--- config.mk ---
export PLATFORM = sky130hd
export DESIGN_NAME = ctq_top
export DESIGN_NICKNAME = d
export VERILOG_FILES = /design/src/hw/ctq_pkg.sv /design/src/hw/ctq_top.sv
export SDC_FILE = /design/constraint.sdc
export NUM_CORES = 1
export LEC_CHECK = 0
export CAP_MARGIN = 40
export CORE_UTILIZATION = 68
export CTS_CLUSTER_SIZE = 16
export DETAILED_ROUTE_END_ITERATION = 6
export DONT_BUFFER_PORTS = 1
export PLACE_DENSITY = 0.91
export SETUP_SLACK_MARGIN = 0.3
export SLEW_MARGIN = 20
export SYNTH_ARGS = -nofsm -noshare
export SYNTH_HDL_FRONTEND = slang
export SYNTH_SLANG_ARGS = --single-unit
--- constraint.sdc ---
create_clock -name I_CORE_CLK -period 6.85 [get_ports I_CORE_CLK]
set_input_delay 1.7125 -clock I_CORE_CLK [delete_from_list [all_inputs] [get_ports I_CORE_CLK]]
set_output_delay 1.7125 -clock I_CORE_CLK [all_outputs]
set_load 0.01 [all_outputs]
--- src/hw/ctq_pkg.sv ---
// ctq_pkg: register map, field positions, reset values and types of the tx queue control block.
// assumes a 32-bit avalon-mm slave with word addressing; registers sit in the low 16 bits.
package ctq_pkg;

    // word indices on the avalon address
    localparam logic [2:0] A_BASE_HI = 3'h0;
    localparam logic [2:0] A_BASE_LO = 3'h1;
    localparam logic [2:0] A_CFG     = 3'h2;
    localparam logic [2:0] A_CTL     = 3'h3;
    localparam logic [2:0] A_STA     = 3'h4;
    localparam logic [2:0] A_GLB     = 3'h5;
    localparam logic [2:0] A_VEC     = 3'h6;

    // control register bits
    localparam int CTL_FLUSH  = 10;
    localparam int CTL_REQ    = 9;
    localparam int CTL_ADV    = 8;
    localparam int CTL_DIR    = 7;
    localparam int CTL_EXH_IE = 4;
    localparam int CTL_EMP_IE = 2;
    localparam int CTL_NF_IE  = 0;

    // state register bits
    localparam int STA_IDX_LSB = 8;
    localparam int STA_ABT     = 7;
    localparam int STA_ARB     = 6;
    localparam int STA_ERR     = 5;
    localparam int STA_EXH     = 4;
    localparam int STA_EMP     = 2;
    localparam int STA_NF      = 0;

    // config register field positions
    localparam int CFG_PL_LSB    = 13;
    localparam int CFG_DEPTH_LSB = 8;
    localparam int CFG_RETRY_LSB = 5;
    localparam int CFG_PRI_LSB   = 0;

    // global register and vector register bits
    localparam int GLB_MODE_LSB = 0;
    localparam int GLB_RTX      = 4;
    localparam int VEC_SUM      = 0;
    localparam int VEC_REQ      = 1;

    localparam logic [2:0]  MODE_CONFIG     = 3'h4;
    localparam logic [2:0]  MODE_RESET      = 3'h4;
    localparam logic [1:0]  RETRY_NONE      = 2'h0;
    localparam logic [1:0]  RETRY_THREE     = 2'h1;
    localparam logic [1:0]  RETRY_RESET     = 2'h3;
    localparam logic [1:0]  RETRY_MAX_TRIES = 2'h3;
    localparam logic        TX_DIR_VALUE    = 1'b0;
    localparam logic [15:0] BASE_LO_MASK    = 16'hFFFC;

    typedef struct packed {
        logic [2:0] payload_size_code;
        logic [4:0] queue_depth_code;
        logic [1:0] retry_limit_code;
        logic [4:0] transmit_priority;
    } ctq_cfg_type;

    localparam ctq_cfg_type CFG_RESET = '{3'h0, 5'h00, RETRY_RESET, 5'h00};

    // one-cycle outcome pulses from the protocol engine
    typedef struct packed {
        logic sent;
        logic aborted;
        logic arb_lost;
        logic bus_error;
    } ctq_evt_type;

    function automatic logic [6:0] payload_bytes(input logic [2:0] code);
        logic [6:0] b;
        b = 7'h08;
        unique case (code)
            3'h0: b = 7'h08;
            3'h1: b = 7'h0C;
            3'h2: b = 7'h10;
            3'h3: b = 7'h14;
            3'h4: b = 7'h18;
            3'h5: b = 7'h20;
            3'h6: b = 7'h30;
            3'h7: b = 7'h40;
        endcase
        return b;
    endfunction

endpackage

--- src/hw/ctq_top.sv ---
// ctq_top: transmit queue control and status, message memory base register, avalon-mm slave.
// assumes engine events arrive on I_CORE_CLK as one-cycle pulses; one wait state per access.
// Contract
// hold 32-bit message memory base in high and low 16-bit registers.
// base address bits 1:0 read zero and ignore writes.
// payload code maps to 8,12,16,20,24,32,48,64 bytes.
// queue depth is depth code plus one messages, 1 to 32.
// with global retry enable, code 00 none, 01 three, 1x unlimited; resets 11.
// 5-bit priority, 11111 highest, 00000 lowest.
// payload and depth codes writable only in configuration mode 100.
// flush bit resets the queue and hardware clears it when done.
// send request set by software, cleared by hardware when queue drained.
// software clearing a set send request asks for abort.
// head advance moves the queue head by exactly one slot.
// transmit direction bit 7 is read-only.
// interrupt enables at bits 4, 2 and 0.
// next-slot index is zero-based, range zero to depth minus one.
// aborted bit set on abort, cleared on completion or flush.
// arbitration-lost bit shows lost arbitration of the message.
// transmit error bit shows a bus error during the message.
// attempts-exhausted flag set by hardware, stays until software clears it.
// empty flag is one when nothing is queued; resets to one.
// not-full flag is one while a slot is free; resets to one.
// empty and not-full follow occupancy; enabled flags request interrupt.
// summary bit 0 reports queue interrupt; request vector bit 0 mirrors send request. Here both share the vector register, request at bit 1.
//
// The register offsets and the Avalon-MM register port were chosen for this implementation.
`timescale 1ns/1ps
module ctq_top (
    input  wire logic                I_CORE_CLK,
    input  wire logic                I_ARST_N,
    input  wire logic [2:0]          I_AVS_ADDRESS,
    input  wire logic                I_AVS_READ,
    input  wire logic                I_AVS_WRITE,
    input  wire logic [31:0]         I_AVS_WRITEDATA,
    input  wire logic [3:0]          I_AVS_BYTEENABLE,
    output logic      [31:0]         O_AVS_READDATA,
    output logic                     O_AVS_WAITREQUEST,
    input  wire ctq_pkg::ctq_evt_type I_TX_EVT,
    output logic                     O_TX_REQ,
    output logic                     O_ABORT_REQ,
    output logic      [4:0]          O_SLOT,
    output logic      [6:0]          O_PAYLOAD_BYTES,
    output logic      [4:0]          O_PRIORITY,
    output logic      [31:0]         O_BASE_ADDR,
    output logic                     O_TX_IRQ
);

    logic                 rst_meta_ff;
    logic                 rst_n_ff;
    logic                 wait_ff;
    logic [31:0]          rdata_ff;
    logic [31:0]          nxt_rdata;
    logic [15:0]          base_hi_ff;
    logic [15:0]          base_lo_ff;
    ctq_pkg::ctq_cfg_type cfg_ff;
    logic [2:0]           mode_ff;
    logic                 rtx_en_ff;
    logic                 flush_ff;
    logic                 req_ff;
    logic                 abort_ff;
    logic                 ie_exh_ff;
    logic                 ie_emp_ff;
    logic                 ie_nf_ff;
    logic [4:0]           head_ff;
    logic [4:0]           tail_ff;
    logic [5:0]           count_ff;
    logic [1:0]           tries_ff;
    logic                 abt_ff;
    logic                 arb_ff;
    logic                 err_ff;
    logic                 exh_ff;
    logic                 irq_ff;
    logic                 send_request_ff;
    logic [6:0]           pl_bytes_ff;
    logic                 acc;
    logic                 wr_lo;
    logic                 wr_hi;
    logic                 empty;
    logic                 not_full;
    logic                 push;
    logic                 sent;
    logic                 drop;
    logic                 fail;
    logic                 exhaust;
    logic                 pop;
    logic                 irq_cond;

    // reset release through two flops
    always_ff @(posedge I_CORE_CLK or negedge I_ARST_N) begin
        if (!I_ARST_N) begin
            rst_meta_ff <= 1'b0;
            rst_n_ff    <= 1'b0;
        end else begin
            rst_meta_ff <= 1'b1;
            rst_n_ff    <= rst_meta_ff;
        end
    end

    // one wait state: waitrequest drops in the cycle after the request is seen
    always_ff @(posedge I_CORE_CLK or negedge rst_n_ff) begin
        if (!rst_n_ff) begin
            wait_ff  <= 1'b1;
            rdata_ff <= 32'h0000_0000;
        end else begin
            wait_ff  <= !((I_AVS_READ || I_AVS_WRITE) && wait_ff);
            rdata_ff <= nxt_rdata;
        end
    end

    assign acc   = I_AVS_WRITE && !wait_ff;
    assign wr_lo = acc && I_AVS_BYTEENABLE[0];
    assign wr_hi = acc && I_AVS_BYTEENABLE[1];

    assign empty    = (count_ff == 6'h00);
    assign not_full = (count_ff <= {1'b0, cfg_ff.queue_depth_code});
    assign push     = wr_hi && (I_AVS_ADDRESS == ctq_pkg::A_CTL)
                      && I_AVS_WRITEDATA[ctq_pkg::CTL_ADV] && not_full && !flush_ff;
    assign sent     = I_TX_EVT.sent && !empty;
    assign drop     = I_TX_EVT.aborted && !empty;
    assign fail     = (I_TX_EVT.arb_lost || I_TX_EVT.bus_error) && !empty;
    // retries: none unless globally enabled or with code 00, three with code 01, otherwise unlimited
    assign exhaust  = fail && (!rtx_en_ff || cfg_ff.retry_limit_code == ctq_pkg::RETRY_NONE
                      || (cfg_ff.retry_limit_code == ctq_pkg::RETRY_THREE
                      && tries_ff == ctq_pkg::RETRY_MAX_TRIES));
    assign pop      = sent || drop || exhaust;
    assign irq_cond = (exh_ff && ie_exh_ff) || (empty && ie_emp_ff)
                      || (not_full && ie_nf_ff);

    always_comb begin
        nxt_rdata = 32'h0000_0000;
        if (I_AVS_READ && wait_ff) begin
            unique case (I_AVS_ADDRESS)
                ctq_pkg::A_BASE_HI: nxt_rdata[15:0] = base_hi_ff;
                ctq_pkg::A_BASE_LO: nxt_rdata[15:0] = base_lo_ff;
                ctq_pkg::A_CFG:     nxt_rdata[15:0] = {cfg_ff.payload_size_code,
                                        cfg_ff.queue_depth_code, 1'b0,
                                        cfg_ff.retry_limit_code, cfg_ff.transmit_priority};
                ctq_pkg::A_CTL: begin
                    nxt_rdata[ctq_pkg::CTL_FLUSH]  = flush_ff;
                    nxt_rdata[ctq_pkg::CTL_REQ]    = req_ff;
                    nxt_rdata[ctq_pkg::CTL_DIR]    = ctq_pkg::TX_DIR_VALUE;
                    nxt_rdata[ctq_pkg::CTL_EXH_IE] = ie_exh_ff;
                    nxt_rdata[ctq_pkg::CTL_EMP_IE] = ie_emp_ff;
                    nxt_rdata[ctq_pkg::CTL_NF_IE]  = ie_nf_ff;
                end
                ctq_pkg::A_STA: begin
                    nxt_rdata[ctq_pkg::STA_IDX_LSB +: 5] = tail_ff;
                    nxt_rdata[ctq_pkg::STA_ABT] = abt_ff;
                    nxt_rdata[ctq_pkg::STA_ARB] = arb_ff;
                    nxt_rdata[ctq_pkg::STA_ERR] = err_ff;
                    nxt_rdata[ctq_pkg::STA_EXH] = exh_ff;
                    nxt_rdata[ctq_pkg::STA_EMP] = empty;
                    nxt_rdata[ctq_pkg::STA_NF]  = not_full;
                end
                ctq_pkg::A_GLB: begin
                    nxt_rdata[ctq_pkg::GLB_MODE_LSB +: 3] = mode_ff;
                    nxt_rdata[ctq_pkg::GLB_RTX]           = rtx_en_ff;
                end
                ctq_pkg::A_VEC: begin
                    nxt_rdata[ctq_pkg::VEC_SUM] = irq_ff;
                    nxt_rdata[ctq_pkg::VEC_REQ] = req_ff;
                end
                default: nxt_rdata = 32'h0000_0000;
            endcase
        end
    end

    // base address, configuration and global mode
    always_ff @(posedge I_CORE_CLK or negedge rst_n_ff) begin
        if (!rst_n_ff) begin
            base_hi_ff <= 16'h0000;
            base_lo_ff <= 16'h0000;
            cfg_ff     <= ctq_pkg::CFG_RESET;
            mode_ff    <= ctq_pkg::MODE_RESET;
            rtx_en_ff  <= 1'b0;
        end else begin
            if (I_AVS_ADDRESS == ctq_pkg::A_BASE_HI) begin
                if (wr_lo) base_hi_ff[7:0]  <= I_AVS_WRITEDATA[7:0];
                if (wr_hi) base_hi_ff[15:8] <= I_AVS_WRITEDATA[15:8];
            end
            if (I_AVS_ADDRESS == ctq_pkg::A_BASE_LO) begin
                if (wr_lo) base_lo_ff[7:0]  <= I_AVS_WRITEDATA[7:0]
                    & ctq_pkg::BASE_LO_MASK[7:0];
                if (wr_hi) base_lo_ff[15:8] <= I_AVS_WRITEDATA[15:8];
            end
            if (I_AVS_ADDRESS == ctq_pkg::A_CFG) begin
                if (wr_lo) begin
                    cfg_ff.retry_limit_code  <= I_AVS_WRITEDATA[ctq_pkg::CFG_RETRY_LSB +: 2];
                    cfg_ff.transmit_priority <= I_AVS_WRITEDATA[ctq_pkg::CFG_PRI_LSB +: 5];
                end
                if (wr_hi && mode_ff == ctq_pkg::MODE_CONFIG) begin
                    cfg_ff.payload_size_code <= I_AVS_WRITEDATA[ctq_pkg::CFG_PL_LSB +: 3];
                    cfg_ff.queue_depth_code  <= I_AVS_WRITEDATA[ctq_pkg::CFG_DEPTH_LSB +: 5];
                end
            end
            if (I_AVS_ADDRESS == ctq_pkg::A_GLB && wr_lo) begin
                mode_ff   <= I_AVS_WRITEDATA[ctq_pkg::GLB_MODE_LSB +: 3];
                rtx_en_ff <= I_AVS_WRITEDATA[ctq_pkg::GLB_RTX];
            end
        end
    end

    // control bits: flush, send request, abort, enables
    always_ff @(posedge I_CORE_CLK or negedge rst_n_ff) begin
        if (!rst_n_ff) begin
            flush_ff  <= 1'b0;
            req_ff    <= 1'b0;
            abort_ff  <= 1'b0;
            ie_exh_ff <= 1'b0;
            ie_emp_ff <= 1'b0;
            ie_nf_ff  <= 1'b0;
        end else begin
            if (flush_ff) begin
                flush_ff <= 1'b0;
                req_ff   <= 1'b0;
                abort_ff <= 1'b0;
            end else begin
                if (pop && count_ff == 6'h01 && !push) req_ff <= 1'b0;
                if (drop || exhaust || sent) abort_ff <= 1'b0;
                if (wr_hi && I_AVS_ADDRESS == ctq_pkg::A_CTL) begin
                    flush_ff <= I_AVS_WRITEDATA[ctq_pkg::CTL_FLUSH];
                    if (I_AVS_WRITEDATA[ctq_pkg::CTL_REQ]) req_ff <= 1'b1;
                    else if (req_ff) begin
                        req_ff   <= 1'b0;
                        abort_ff <= 1'b1;
                    end
                end
            end
            if (wr_lo && I_AVS_ADDRESS == ctq_pkg::A_CTL) begin
                ie_exh_ff <= I_AVS_WRITEDATA[ctq_pkg::CTL_EXH_IE];
                ie_emp_ff <= I_AVS_WRITEDATA[ctq_pkg::CTL_EMP_IE];
                ie_nf_ff  <= I_AVS_WRITEDATA[ctq_pkg::CTL_NF_IE];
            end
        end
    end

    // queue pointers and occupancy
    always_ff @(posedge I_CORE_CLK or negedge rst_n_ff) begin
        if (!rst_n_ff) begin
            head_ff  <= 5'h00;
            tail_ff  <= 5'h00;
            count_ff <= 6'h00;
            tries_ff <= 2'h0;
        end else if (flush_ff) begin
            head_ff  <= 5'h00;
            tail_ff  <= 5'h00;
            count_ff <= 6'h00;
            tries_ff <= 2'h0;
        end else begin
            if (push) begin
                head_ff <= (head_ff == cfg_ff.queue_depth_code) ? 5'h00 : head_ff + 5'h01;
            end
            if (pop) begin
                tail_ff  <= (tail_ff == cfg_ff.queue_depth_code) ? 5'h00
                            : tail_ff + 5'h01;
                tries_ff <= 2'h0;
            end else if (fail && tries_ff != ctq_pkg::RETRY_MAX_TRIES) begin
                tries_ff <= tries_ff + 2'h1;
            end
            count_ff <= count_ff + {5'h00, push} - {5'h00, pop};
        end
    end

    // outcome status and the attempts-exhausted flag
    always_ff @(posedge I_CORE_CLK or negedge rst_n_ff) begin
        if (!rst_n_ff) begin
            abt_ff <= 1'b0;
            arb_ff <= 1'b0;
            err_ff <= 1'b0;
            exh_ff <= 1'b0;
        end else begin
            if (flush_ff || sent) abt_ff <= 1'b0;
            else if (drop || exhaust) abt_ff <= 1'b1;
            if (flush_ff || sent) arb_ff <= 1'b0;
            else if (fail && I_TX_EVT.arb_lost) arb_ff <= 1'b1;
            if (flush_ff || sent) err_ff <= 1'b0;
            else if (fail && I_TX_EVT.bus_error) err_ff <= 1'b1;
            // set wins over a software clear in the same cycle
            if (exhaust) exh_ff <= 1'b1;
            else if (wr_lo && I_AVS_ADDRESS == ctq_pkg::A_STA
                     && !I_AVS_WRITEDATA[ctq_pkg::STA_EXH]) exh_ff <= 1'b0;
        end
    end

    // registered outputs toward the engine and the interrupt controller
    always_ff @(posedge I_CORE_CLK or negedge rst_n_ff) begin
        if (!rst_n_ff) begin
            irq_ff      <= 1'b0;
            send_request_ff    <= 1'b0;
            pl_bytes_ff <= 7'h08;
        end else begin
            irq_ff      <= irq_cond;
            send_request_ff    <= req_ff && !empty && !flush_ff;
            pl_bytes_ff <= ctq_pkg::payload_bytes(cfg_ff.payload_size_code);
        end
    end

    assign O_AVS_READDATA    = rdata_ff;
    assign O_AVS_WAITREQUEST = wait_ff;
    assign O_TX_REQ          = send_request_ff;
    assign O_ABORT_REQ       = abort_ff;
    assign O_SLOT            = tail_ff;
    assign O_PAYLOAD_BYTES   = pl_bytes_ff;
    assign O_PRIORITY        = cfg_ff.transmit_priority;
    assign O_BASE_ADDR       = {base_hi_ff, base_lo_ff};
    assign O_TX_IRQ          = irq_ff;
endmodule // ctq_top

==> impl_results.md, run 1 <==
* Routed WL at 10600 um
* Worst Max-Slew Pin Slew at 0.703 ns
* Post-synth EDFFs at 0
* Worst Hold Slack at 0.302 ns
* Ant diodes at 0
* Crit path cell chain: nor4bb_2 -> buf_2 -> nand3_1 -> nor2_1 -> nand3b_1 -> ha_1 -> inv_1 -> ha_1 -> fa_1 -> a21oi_1 -> nor2_1 -> nor2_1 -> xor2_1 -> nor2_1
* Crit Path Class: input pin to flip-flop
* Max_slew headroom at 53.2%
* Slowest library cell on the worst path: nor4bb_2
* Register area share after synthesis at 49.7%
* Post-CTS setup buffer count at 0
* Root Driver: clkbuf_8
* Worst EP required at 7.10 ns
* Non-Filler Instances at 536
* CTS-repair resized insts at 0
* CTS buffer count at 9
* F_max at 250 MHz
* Run status: complete, no violations
* Setup TNS at 0 ns
* Peak VDD IR at 0.183 mV
* Power Density at 319 nW/um2
* Asr flop ratio synth at 100%
* Worst slack, placed at 2.48 ns
* Global routing's busiest layer: met2
* Vias in the first global route at 3381
* Synth top area cells: dfrtp_1 (47%), mux2_2 (12%), buf_4 (4.4%)
* Max clock buf depth at 2
* Slowest Stage Delay on Critical Path at 0.42 ns
* Synth Flop Type: dfrtp_1
* Crit path launch type: input pin
* Yosys warnings at 0
* Max Transition Viols Final at 0
* Starting density of the core at 71.6%
* Yosys top cell area share at 47.0%
* Most used cell, CP: nor2_1
* WP data arrival at 4.24 ns
* Worst min path class: flip-flop to asynchronous set/reset pin
* Final HPWL DP at 7630 um
* IO Count at 132
* Vias at 3438
* Port bufs at 0
* Mean Syn Cell Area at 11.2 um2
* Tmin final at 3.99 ns
* Avg Vias per Cell at 6.41
* Antenna violations before repair at 0
* Iteration-0 DRC count of the detailed router at 211
* Maximum net fanout on the critical path at 24
* H-tree levels at 3
* Gr ovfl total at 0
* Dpl cells at 520
* M1 GR Usage at 36.1%
* Seq cells post-synth at 98
* Worst Setup End Kind: flip-flop
* Die area at 7620 um2
* DR DRC count at 0
* CORE AREA at 6910 um2
* Largest net degree at the start of global routing at 59
* Max-Cap Viols at 0
* GR Layer Usage met3 at 8.53%
* First-pass GRT wire length at 16900 um
* Cell taking the most area after synthesis: dfrtp_1
* Final hold viol count at 0
* Die Width at 87.3 um
* Final period util at 58.3%
* Clk slew on worst S/H paths at 0.10 ns
* Crit path setup slack, layout at 2.86 ns
* Lkg Pwr at 2.40 nW
* Fill cells at 483
* Final GP Congestion at 0.829
* Layout cells sized above 1 at 19.5%
* GRT Overall Usage at 29.8%
* Hold-fix buffers, CTS at 0
* Die Ht at 87.3 um
* DR WL/cell at 19.8 um
* Grt met2 use at 50.1%
* Area grow syn2layout at 2.55%
* CTS tree: yes
* Final setup violating endpoints at 0
* Nets at 500
* RSZ-0062 raised after global routing: false
* Final Instance Area at 5070 um2
* Rows at 30
* Placed Area at 4900 um2
* Post-Syn Area at 4950 um2
* Worst Skew at 0.0141 ns
* Gate Count Post-Synth at 440
* Final ANT Viol Nets at 0
* Worst-Skew Late Latency at 0.37 ns
* # clock sinks at 98
* Initial DRT Pass Iterations at 5
* Cell variety after synth at 57
[area by class of cell]
class                   instances  area [um2]  share of cell area [%]
flip-flops and latches         98        2460                    48.5
multi-input cells             300        2210                    43.6
clock buffers                  11         131                    2.59
well taps                      96         120                    2.37
inverters                      23        86.3                    1.70
clock inverters                 5        40.0                   0.789
repair buffers                  3        20.0                   0.395
[report_power, final]
group / internal (W) / switching [W] / total, W
registers: 0.000690 / 0.000142 / 0.000831
clock network: 0.000134 / 0.000203 / 0.000337
logic: 0.000219 / 0.000230 / 0.000449
[critical path, delay by kind of cell]
family	cells	cell delay, ns
AO/OA/AOI/OAI	1	0.14
XOR/XNOR	1	0.15
adder cells (fa/ha/maj)	3	0.88
buffers and inverters	2	0.31
AND/OR/NAND/NOR	7	1.03
[cell usage in the layout, fill, tap and decap left out, types with 3 or more instances in the layout]
cell type,instances
dfrtp_1,92
mux2_2,51
nand2_1,23
mux2i_1,15
and3_1,3
o21ai_0,9
xnor2_1,5
o22ai_1,7
conb_1,21
nor2_1,33
nand3b_1,4
nand4_1,3
a31oi_1,4
a22oi_1,4
ha_1,17
nor3_1,6
dfstp_2,5
xor2_1,4
clkinvlp_4,3
and2_1,3
nand2b_1,6
clkbuf_8,9
a21oi_1,26
o2bb2ai_1,4
nor2b_1,6
a21o_1,3
nand3_1,7
inv_1,23
a21boi_0,4
[flip-flops by register name, summed over array words and instances, names as in the netlist, 5 cells and up]
name / count
O_PRIORITY: 5
O_SLOT: 5
base_hi_ff: 16
O_AVS_READDATA: 16
base_lo_ff: 14
cfg_ff: 10
O_PAYLOAD_BYTES: 5
count_ff: 6
[logic make-up after synthesis]
logic type	synth area share [%]
simple gates	11.5
flops	49.7
compound gates	10.2
mux	15.1
buf+inv	7.13
fa+ha+maj	4.70
xor+xnor	1.59
other cells	0.152
[per-stage QoR]
| step | utilization [%] | total power, W |
|---|---|---|
| 2_1_floorplan | - | 0.00120 |
| 3_3_place_gp | 70.8 | 0.00124 |
| 3_5_place_dp | 71.0 | 0.00128 |
| 4_1_cts | 73.5 | 0.00161 |
| 5_1_grt | 73.5 | 0.00172 |
| 6_report | 73.5 | 0.00162 |
[cells in the mapped netlist, types with 6 or more instances]
cell      instances
dfrtp_1          93
mux2_2           51
nor2_1           33
buf_4            29
a21oi_1          26
inv_1            23
nand2_1          23
ha_1             17
mux2i_1          15
o21ai_0           9
nand3_1           7
o22ai_1           7
buf_2             6
nand2b_1          6
nor2b_1           6
nor3_1            6
[worst paths after layout]
kind	from	end	slack (ns)	cells after the start
setup / recovery	I_AVS_ADDRESS[2]	count_ff[4]	2.86	14
hold / removal	rst_n_ff	O_AVS_READDATA[14]	0.30	0
hold reg to reg	rst_n_ff	O_AVS_READDATA[14]	0.30	0
min in group I_CORE_CLK	rst_meta_ff	rst_n_ff	0.36	0
setup reg to reg	cfg_ff[11]	count_ff[4]	3.37	16
max in group asynchronous	rst_n_ff	O_TX_REQ	5.44	1
[metal layers]
layer | up-vias | share of wire, %
met5 | - | 0
met4 | 0 | 2.3
met3 | 29 | 9.2
met2 | 179 | 50
met1 | 1737 | 38
li1 | 1493 | -
(Power assumes the default switching activity.)
==> inputs of run 2 (changes only) <==
Settings changed: CORE_UTILIZATION 68 to 63, PLACE_DENSITY 0.91 to 0.86.
Clock period 6.85 ns to 3.8 ns, I/O delays scaled along.
==> run 2 against run 1 <==
Sequential power rose by 81%. Core utilization fell by 4.0 points. Final area rose by 1.4%. Routed wire length rose by 2.9%. Setup slack got worse by 2.3 ns. Clock power rose by 94%. First-iteration DRC count fell by 19%. Clock skew fell by 0.0045 ns. Total power rose by 85%. Register-to-register slack got worse by 2.9 ns. Via count fell by 0.49%. Combinational power rose by 87%. Highest routed layer unchanged.
==> impl_results.md, run 2 (synthesis results as in run 1) <==
* Nets at 503 (+0.60%)
* Lkg Pwr at 2.44 nW (+1.6%)
* R2r worst-path depth at 16 (unchanged)
* IO Count at 132 (unchanged)
* Tmin final at 3.28 ns
* Final HPWL DP at 7810 um (+2.3%)
* Crit Path Class: flip-flop to flip-flop
* Iteration-0 DRC count of the detailed router at 171 (-19%)
* Clk slew on worst S/H paths at 0.10 ns (about the same)
* First-pass GRT wire length at 17800 um (+5.2%)
* Max clock buf depth at 2 (unchanged)
* Worst EP required at 4.03 ns (-3.07 ns)
* Worst Max-Slew Pin Slew at 0.551 ns (-0.152 ns)
* Die Ht at 90.6 um (+3.8%)
* F_max at 305 MHz
* H-tree levels at 3 (unchanged)
* Max_slew headroom at 63.3% (+10 points)
* FF/Latch Area at 2460 um2 (unchanged)
* Power Density at 581 nW/um2 (+82%)
* CORE AREA at 7410 um2 (+7.3%)
* Vias at 3421 (-0.49%)
* Rows at 31 (+3.3%)
* Ant diodes at 0 (unchanged)
* Worst Skew at 0.00957 ns (-0.00451 ns)
* Area grow syn2layout at 3.97%
* Maximum net fanout on the critical path at 4 (-83%)
* Final hold viol count at 0 (unchanged)
* Most common cell after layout, fill and taps aside: dfrtp_1
* Avg Vias per Cell at 6.31 (-1.6%)
* RSZ-0062 raised after global routing: false
* DR DRC count at 0 (unchanged)
* Crit path setup slack, layout at 0.516 ns (-2.34 ns)
* Starting density of the core at 66.8% (-4.9 points)
* # clock sinks at 98 (unchanged)
* Final period util at 86.4%
* Peak VDD IR at 0.342 mV (+86%)
* Max-Cap Viols at 0 (unchanged)
* Max Transition Viols Final at 0 (unchanged)
* Crit path launch type: flip-flop
* Gr ovfl total at 0 (unchanged)
* Hold-fix buffers, CTS at 0 (unchanged)
* Final setup violating endpoints at 0 (unchanged)
* Largest net degree at the start of global routing at 42 (-29%)
* Setup TNS at 0 ns (unchanged)
* Vias in the first global route at 3515 (+4.0%)
* CTS tree: yes
* GRT Overall Usage at 27.9% (-1.9 points)
* Worst-Skew Late Latency at 0.37 ns (about the same)
* Root Driver: clkbuf_8
* Most frequent cells in the layout: dfrtp_1 (92), mux2_2 (51), nor2_1 (33), a21oi_1 (25)
* Fill cells at 537 (+11%)
* Die area at 8210 um2 (+7.8%)
* Die Width at 90.6 um (+3.8%)
* Layout cells sized above 1 at 21.0% (+1.4 points)
* Worst slack, placed at 0.362 ns (-2.12 ns)
* Worst min path class: input pin to asynchronous set/reset pin
* Run status: complete, no violations
* Routed WL at 10900 um (+2.9%)
* DR WL/cell at 20.1 um (+1.8%)
* Final ANT Viol Nets at 0 (unchanged)
* WP data arrival at 3.52 ns (-0.72 ns)
* Worst Setup End Kind: flip-flop
* Final GP Congestion at 0.828 (-0.19%)
* Area of the multi-input gates at 2220 um2 (+0.28%)
* Initial DRT Pass Iterations at 5 (unchanged)
* Antenna violations before repair at 0 (unchanged)
* CTS buffer count at 9 (unchanged)
* Port bufs at 0 (unchanged)
## run 2: cell types whose count changed in the layout (fill, tap and decap cells not counted)
cell	previous run	this run
clkinvlp_4	3	1
clkbuf_8	9	10
buf_4	2	5
fa_2	0	1
inv_8	0	2
clkinv_4	1	2
clkbuf_1	2	0
a21oi_2	0	1
fa_1	1	0
a21oi_1	26	25
buf_12	0	1
buf_2	1	0
## run 2: timing repair
item	CTS	global route
resized for setup	0	2
hold endpoints to repair	0	0
setup buffers	0	2
endpoints found under the setup margin	0	1
## run 2: layer usage
metal / vias up / global-route usage, % / part of all wire [%]
met3: 23 / 7.58 / 8.2
met1: 1729 / 34.2 / 39
met4: 0 / 9.81 / 1.9
met2: 166 / 47.2 / 51
li1: 1503 / - / -
met5: - / 0 / 0
## run 2: path summary, 6_finish.rpt
| kind | endpoint | from | slack (ns) |
|---|---|---|---|
| hold / removal | rst_n_ff | I_ARST_N | 0.26 |
| max in group asynchronous | O_PAYLOAD_BYTES[3] | rst_n_ff | 2.54 |
| setup reg to reg | count_ff[4] | cfg_ff[11] | 0.52 |
| hold reg to reg | O_PRIORITY[2] | rst_n_ff | 0.28 |
| min in group I_CORE_CLK | rst_n_ff | rst_meta_ff | 0.36 |
| setup / recovery | count_ff[4] | cfg_ff[11] | 0.52 |
## run 2: power breakdown
| group | leakage [nW] | total (W) | switching [W] | internal (W) |
|---|---|---|---|---|
| combinational | 1.07 | 0.000839 | 0.000427 | 0.000412 |
| clock | 0.0969 | 0.000653 | 0.000384 | 0.000270 |
| sequential | 1.27 | 0.00150 | 0.000255 | 0.00124 |
## run 2: critical path: stages, from the launching register on
cell,delay (ns)
dfrtp_1,0.43
inv_1,0.07
ha_1,0.31
and4b_4,0.21
o21a_1,0.10
a2111oi_1,0.35
a31oi_1,0.10
nand3b_1,0.18
ha_1,0.29
inv_1,0.04
ha_1,0.20
fa_2,0.37
a21oi_2,0.13
nor2_1,0.05
nor2_1,0.11
xor2_1,0.15
nor2_1,0.06
## run 2: layout make-up
| class | count | share of cell area [%] |
|---|---|---|
| repair buffers | 6 | 1.12 |
| well taps | 99 | 2.41 |
| flip-flops and latches | 98 | 47.9 |
| clock inverters | 6 | 1.09 |
| inverters | 23 | 1.68 |
| multi-input cells | 300 | 43.2 |
| clock buffers | 10 | 2.68 |
## run 2: through the flow
stage | cells | utilization, % | total power (W) | hold slack [ns] | instance area, um2
4_1_cts | 540 | 69.1 | 0.00297 | 0.254 | 5120
3_3_place_gp | 523 | 66.3 | 0.00224 | 0.338 | 4910
5_1_grt | 542 | 69.4 | 0.00317 | 0.237 | 5140
6_report | 542 | 69.4 | 0.00299 | 0.261 | 5140
2_1_floorplan | 459 | - | 0.00215 | 0.331 | 5020
3_5_place_dp | 524 | 66.5 | 0.00232 | 0.288 | 4930
==> inputs of run 3 (changes only) <==
Settings changed: CORE_UTILIZATION 63 to 57, PLACE_DENSITY 0.86 to 0.82.
Clock period 3.8 ns to 2.8 ns, I/O delays scaled along.
==> run 3 against run 2 <==
The run now ends with negative setup slack left. Critical path depth is 1 lower. Final area up 5.5%. Via count is 0.32% higher. Core utilization is 4.1 points lower. Clock skew rose by 0.0021 ns. Final cell count up 5.5%. Total power up 47%.
==> impl_results.md, run 3 (synthesis results as in run 1) <==
* H-tree levels at 3 (unchanged)
* Die Width at 95.2 um (+5.0%)
* Worst EP required at 3.06 ns (-0.97 ns)
* R2r worst-path depth at 15 (-1)
* Hold path start: rst_meta_ff
* RR Startpoint: count_ff[2]
* Worst Skew at 0.0117 ns (+0.00214 ns)
* Slowest Stage Delay on Critical Path at 0.40 ns (-0.03 ns)
* Final setup violating endpoints at 5 (+5)
* Max-Cap Viols at 0 (unchanged)
* WP data arrival at 3.49 ns (-0.03 ns)
* Final HPWL DP at 8130 um (+4.1%)
* Power Density at 811 nW/um2 (+39%)
* Iteration-0 DRC count of the detailed router at 178 (+4.1%)
* DR DRC count at 0 (unchanged)
* IO Count at 132 (unchanged)
* Worst setup path start: count_ff[2]
* Layout cells sized above 1 at 28.3% (+7.3 points)
* Die Ht at 95.2 um (+5.0%)
* Crit path launch type: flip-flop
* F_max at 309 MHz (+1.5%)
* Largest net degree at the start of global routing at 54 (+29%)
* Max Transition Viols Final at 0 (unchanged)
* FF-to-FF setup slack at -0.43 ns (-0.95 ns)
* Avg Vias per Cell at 6.00 (-4.9%)
* Placed Area at 5120 um2 (+3.8%)
* Initial DRT Pass Iterations at 4 (-1)
* Routed WL at 11300 um (+3.9%)
* RSZ-0062 raised after global routing: true
* Rows at 33 (+6.5%)
* Max_slew headroom at 54.5% (-8.8 points)
* Tmin final at 3.23 ns (-0.0487 ns)
* Maximum net fanout on the critical path at 2 (-2)
* Root Driver: clkbuf_8
* Reg2reg end: count_ff[4]
* Crit path setup slack, layout at -0.435 ns (-0.951 ns)
* Worst hold stages at 0
* Run status: complete, but fails checks
* Ant diodes at 0 (unchanged)
* Worst min path class: flip-flop to flip-flop
* Starting density of the core at 59.6% (-7.2 points)
* Most frequent cells in the layout: dfrtp_1 (92), mux2_2 (51), nor2_1 (32), buf_4 (28), a21oi_1 (24)
* Port bufs at 0 (unchanged)
* CTS buffer count at 9 (unchanged)
* Failing checks: negative setup slack
* GRT Overall Usage at 26.7% (-1.1 points)
* Max clock buf depth at 2 (unchanged)
* Most common cell after layout, fill and taps aside: dfrtp_1
* Most used cell, CP: nor2_1
* Vias in the first global route at 3618 (+2.9%)
* Final GP Congestion at 0.875 (+5.7%)
* Vias at 3432 (+0.32%)
* Final Instance Area at 5430 um2 (+5.5%)
* Clk slew on worst S/H paths at 0.10 ns (about the same)
* Worst Setup End Kind: flip-flop
* Die area at 9060 um2 (+10%)
* CTS tree: yes
* # clock sinks at 98 (unchanged)
* Nets at 527 (+4.8%)
* Slowest library cell on the worst path: dfrtp_1
* Worst-Skew Late Latency at 0.37 ns (about the same)
* CP bufs+invs at 1 (-1)
* Final hold viol count at 0 (unchanged)
* Final ANT Viol Nets at 0 (unchanged)
* Crit path cell chain: ha_1 -> and4b_4 -> o21a_1 -> a2111oi_2 -> a31oi_1 -> nand3b_1 -> ha_1 -> inv_2 -> ha_4 -> fa_2 -> a21oi_2 -> nor2_1 -> nor2_1 -> xor2_1 -> nor2_1
* Gr ovfl total at 0 (unchanged)
* First-pass GRT wire length at 18000 um (+1.4%)
* Lkg Pwr at 2.57 nW (+5.7%)
* Area grow syn2layout at 9.66%
* Family with the most delay on the worst path: adder cells
* Peak VDD IR at 0.440 mV (+29%)
* Util after Layout at 65.4% (-4.1 points)
* Final period util at 116% (+29 points)
* Antenna violations before repair at 0 (unchanged)
* Hold path endpoint: rst_n_ff
* CORE AREA at 8300 um2 (+12%)
* DR WL/cell at 19.8 um (-1.5%)
* Worst Max-Slew Pin Slew at 0.682 ns (+0.131 ns)
* Crit Path Class: flip-flop to flip-flop
[run 3: cell count changes in the layout (fill, tap and decap cells not counted), moves of 3 or more]
cell | before | now
buf_4 | 5 | 28
inv_1 | 23 | 18
inv_2 | 0 | 5
ha_1 | 17 | 13
ha_4 | 0 | 4
nor2b_1 | 6 | 3
nor2b_4 | 0 | 3
[run 3: final cells by class]
cell class	count	area, um2
flip-flops and latches	98	2460
multi-input cells	300	2310
clock buffers	11	151
inverters	23	86.3
fillers	592	2870
clock inverters	5	45.0
well taps	105	131
repair buffers	30	240
[run 3: worst reg2reg max path, stage by stage, from the launching register on]
cell and delay, ns:
dfrtp_1 0.40, ha_1 0.28, and4b_4 0.20, o21a_1 0.11
a2111oi_2 0.38, a31oi_1 0.13, nand3b_1 0.21, ha_1 0.30
inv_2 0.04, ha_4 0.15, fa_2 0.37, a21oi_2 0.13
nor2_1 0.05, nor2_1 0.14, xor2_1 0.17, nor2_1 0.07
[run 3: where the power goes]
| group | switching (W) | internal, W | total [W] | leakage, nW |
|---|---|---|---|---|
| registers | 0.000342 | 0.00169 | 0.00203 | 1.27 |
| clock network | 0.000518 | 0.000384 | 0.000902 | 0.0981 |
| logic | 0.000695 | 0.000772 | 0.00147 | 1.21 |
| total | 0.00155 | 0.00284 | 0.00440 | 2.57 |
[run 3: repair_timing]
action / CTS / global route
buffers inserted: 3 / 3
pin swaps: 3 / 11
resized for setup: 2 / 12
hold buffers: 1 / 0
endpoints found under the setup margin: 5 / 6
endpoints found under the hold margin: 2 / 0
[run 3: stage by stage]
step / setup TNS (ns) / hold slack, ns / total power [W] / cells / setup slack [ns]
floorplan: -0.209 / 0.331 / 0.00298 / 459 / -0.209
global placement: -0.227 / 0.336 / 0.00323 / 549 / -0.227
detailed placement: -0.278 / 0.353 / 0.00332 / 549 / -0.278
CTS: -0.225 / 0.372 / 0.00426 / 569 / -0.225
global route: -1.41 / 0.387 / 0.00464 / 572 / -0.542
finish: -0.948 / 0.376 / 0.00440 / 572 / -0.435
[run 3: worst max path at each step]
stage / end / slack, ns / depth (start not counted)
after detailed placement: count_ff[4] / -0.28 / 16
final: count_ff[4] / -0.43 / 15
after floorplan: count_ff[4] / -0.21 / 15
after CTS: count_ff[4] / -0.22 / 16
after global routing: count_ff[4] / -0.54 / 16
after global placement: count_ff[4] / -0.23 / 16
[run 3: layer usage]
layer,share of wire [%],wire [um],up-vias,global-route usage (%)
met4,2.7,311,0,12.1
met1,40,4570,1720,32.2
li1,-,-,1550,-
met2,51,5730,138,45.5
met3,6.3,718,24,5.90
met5,0,0,-,0
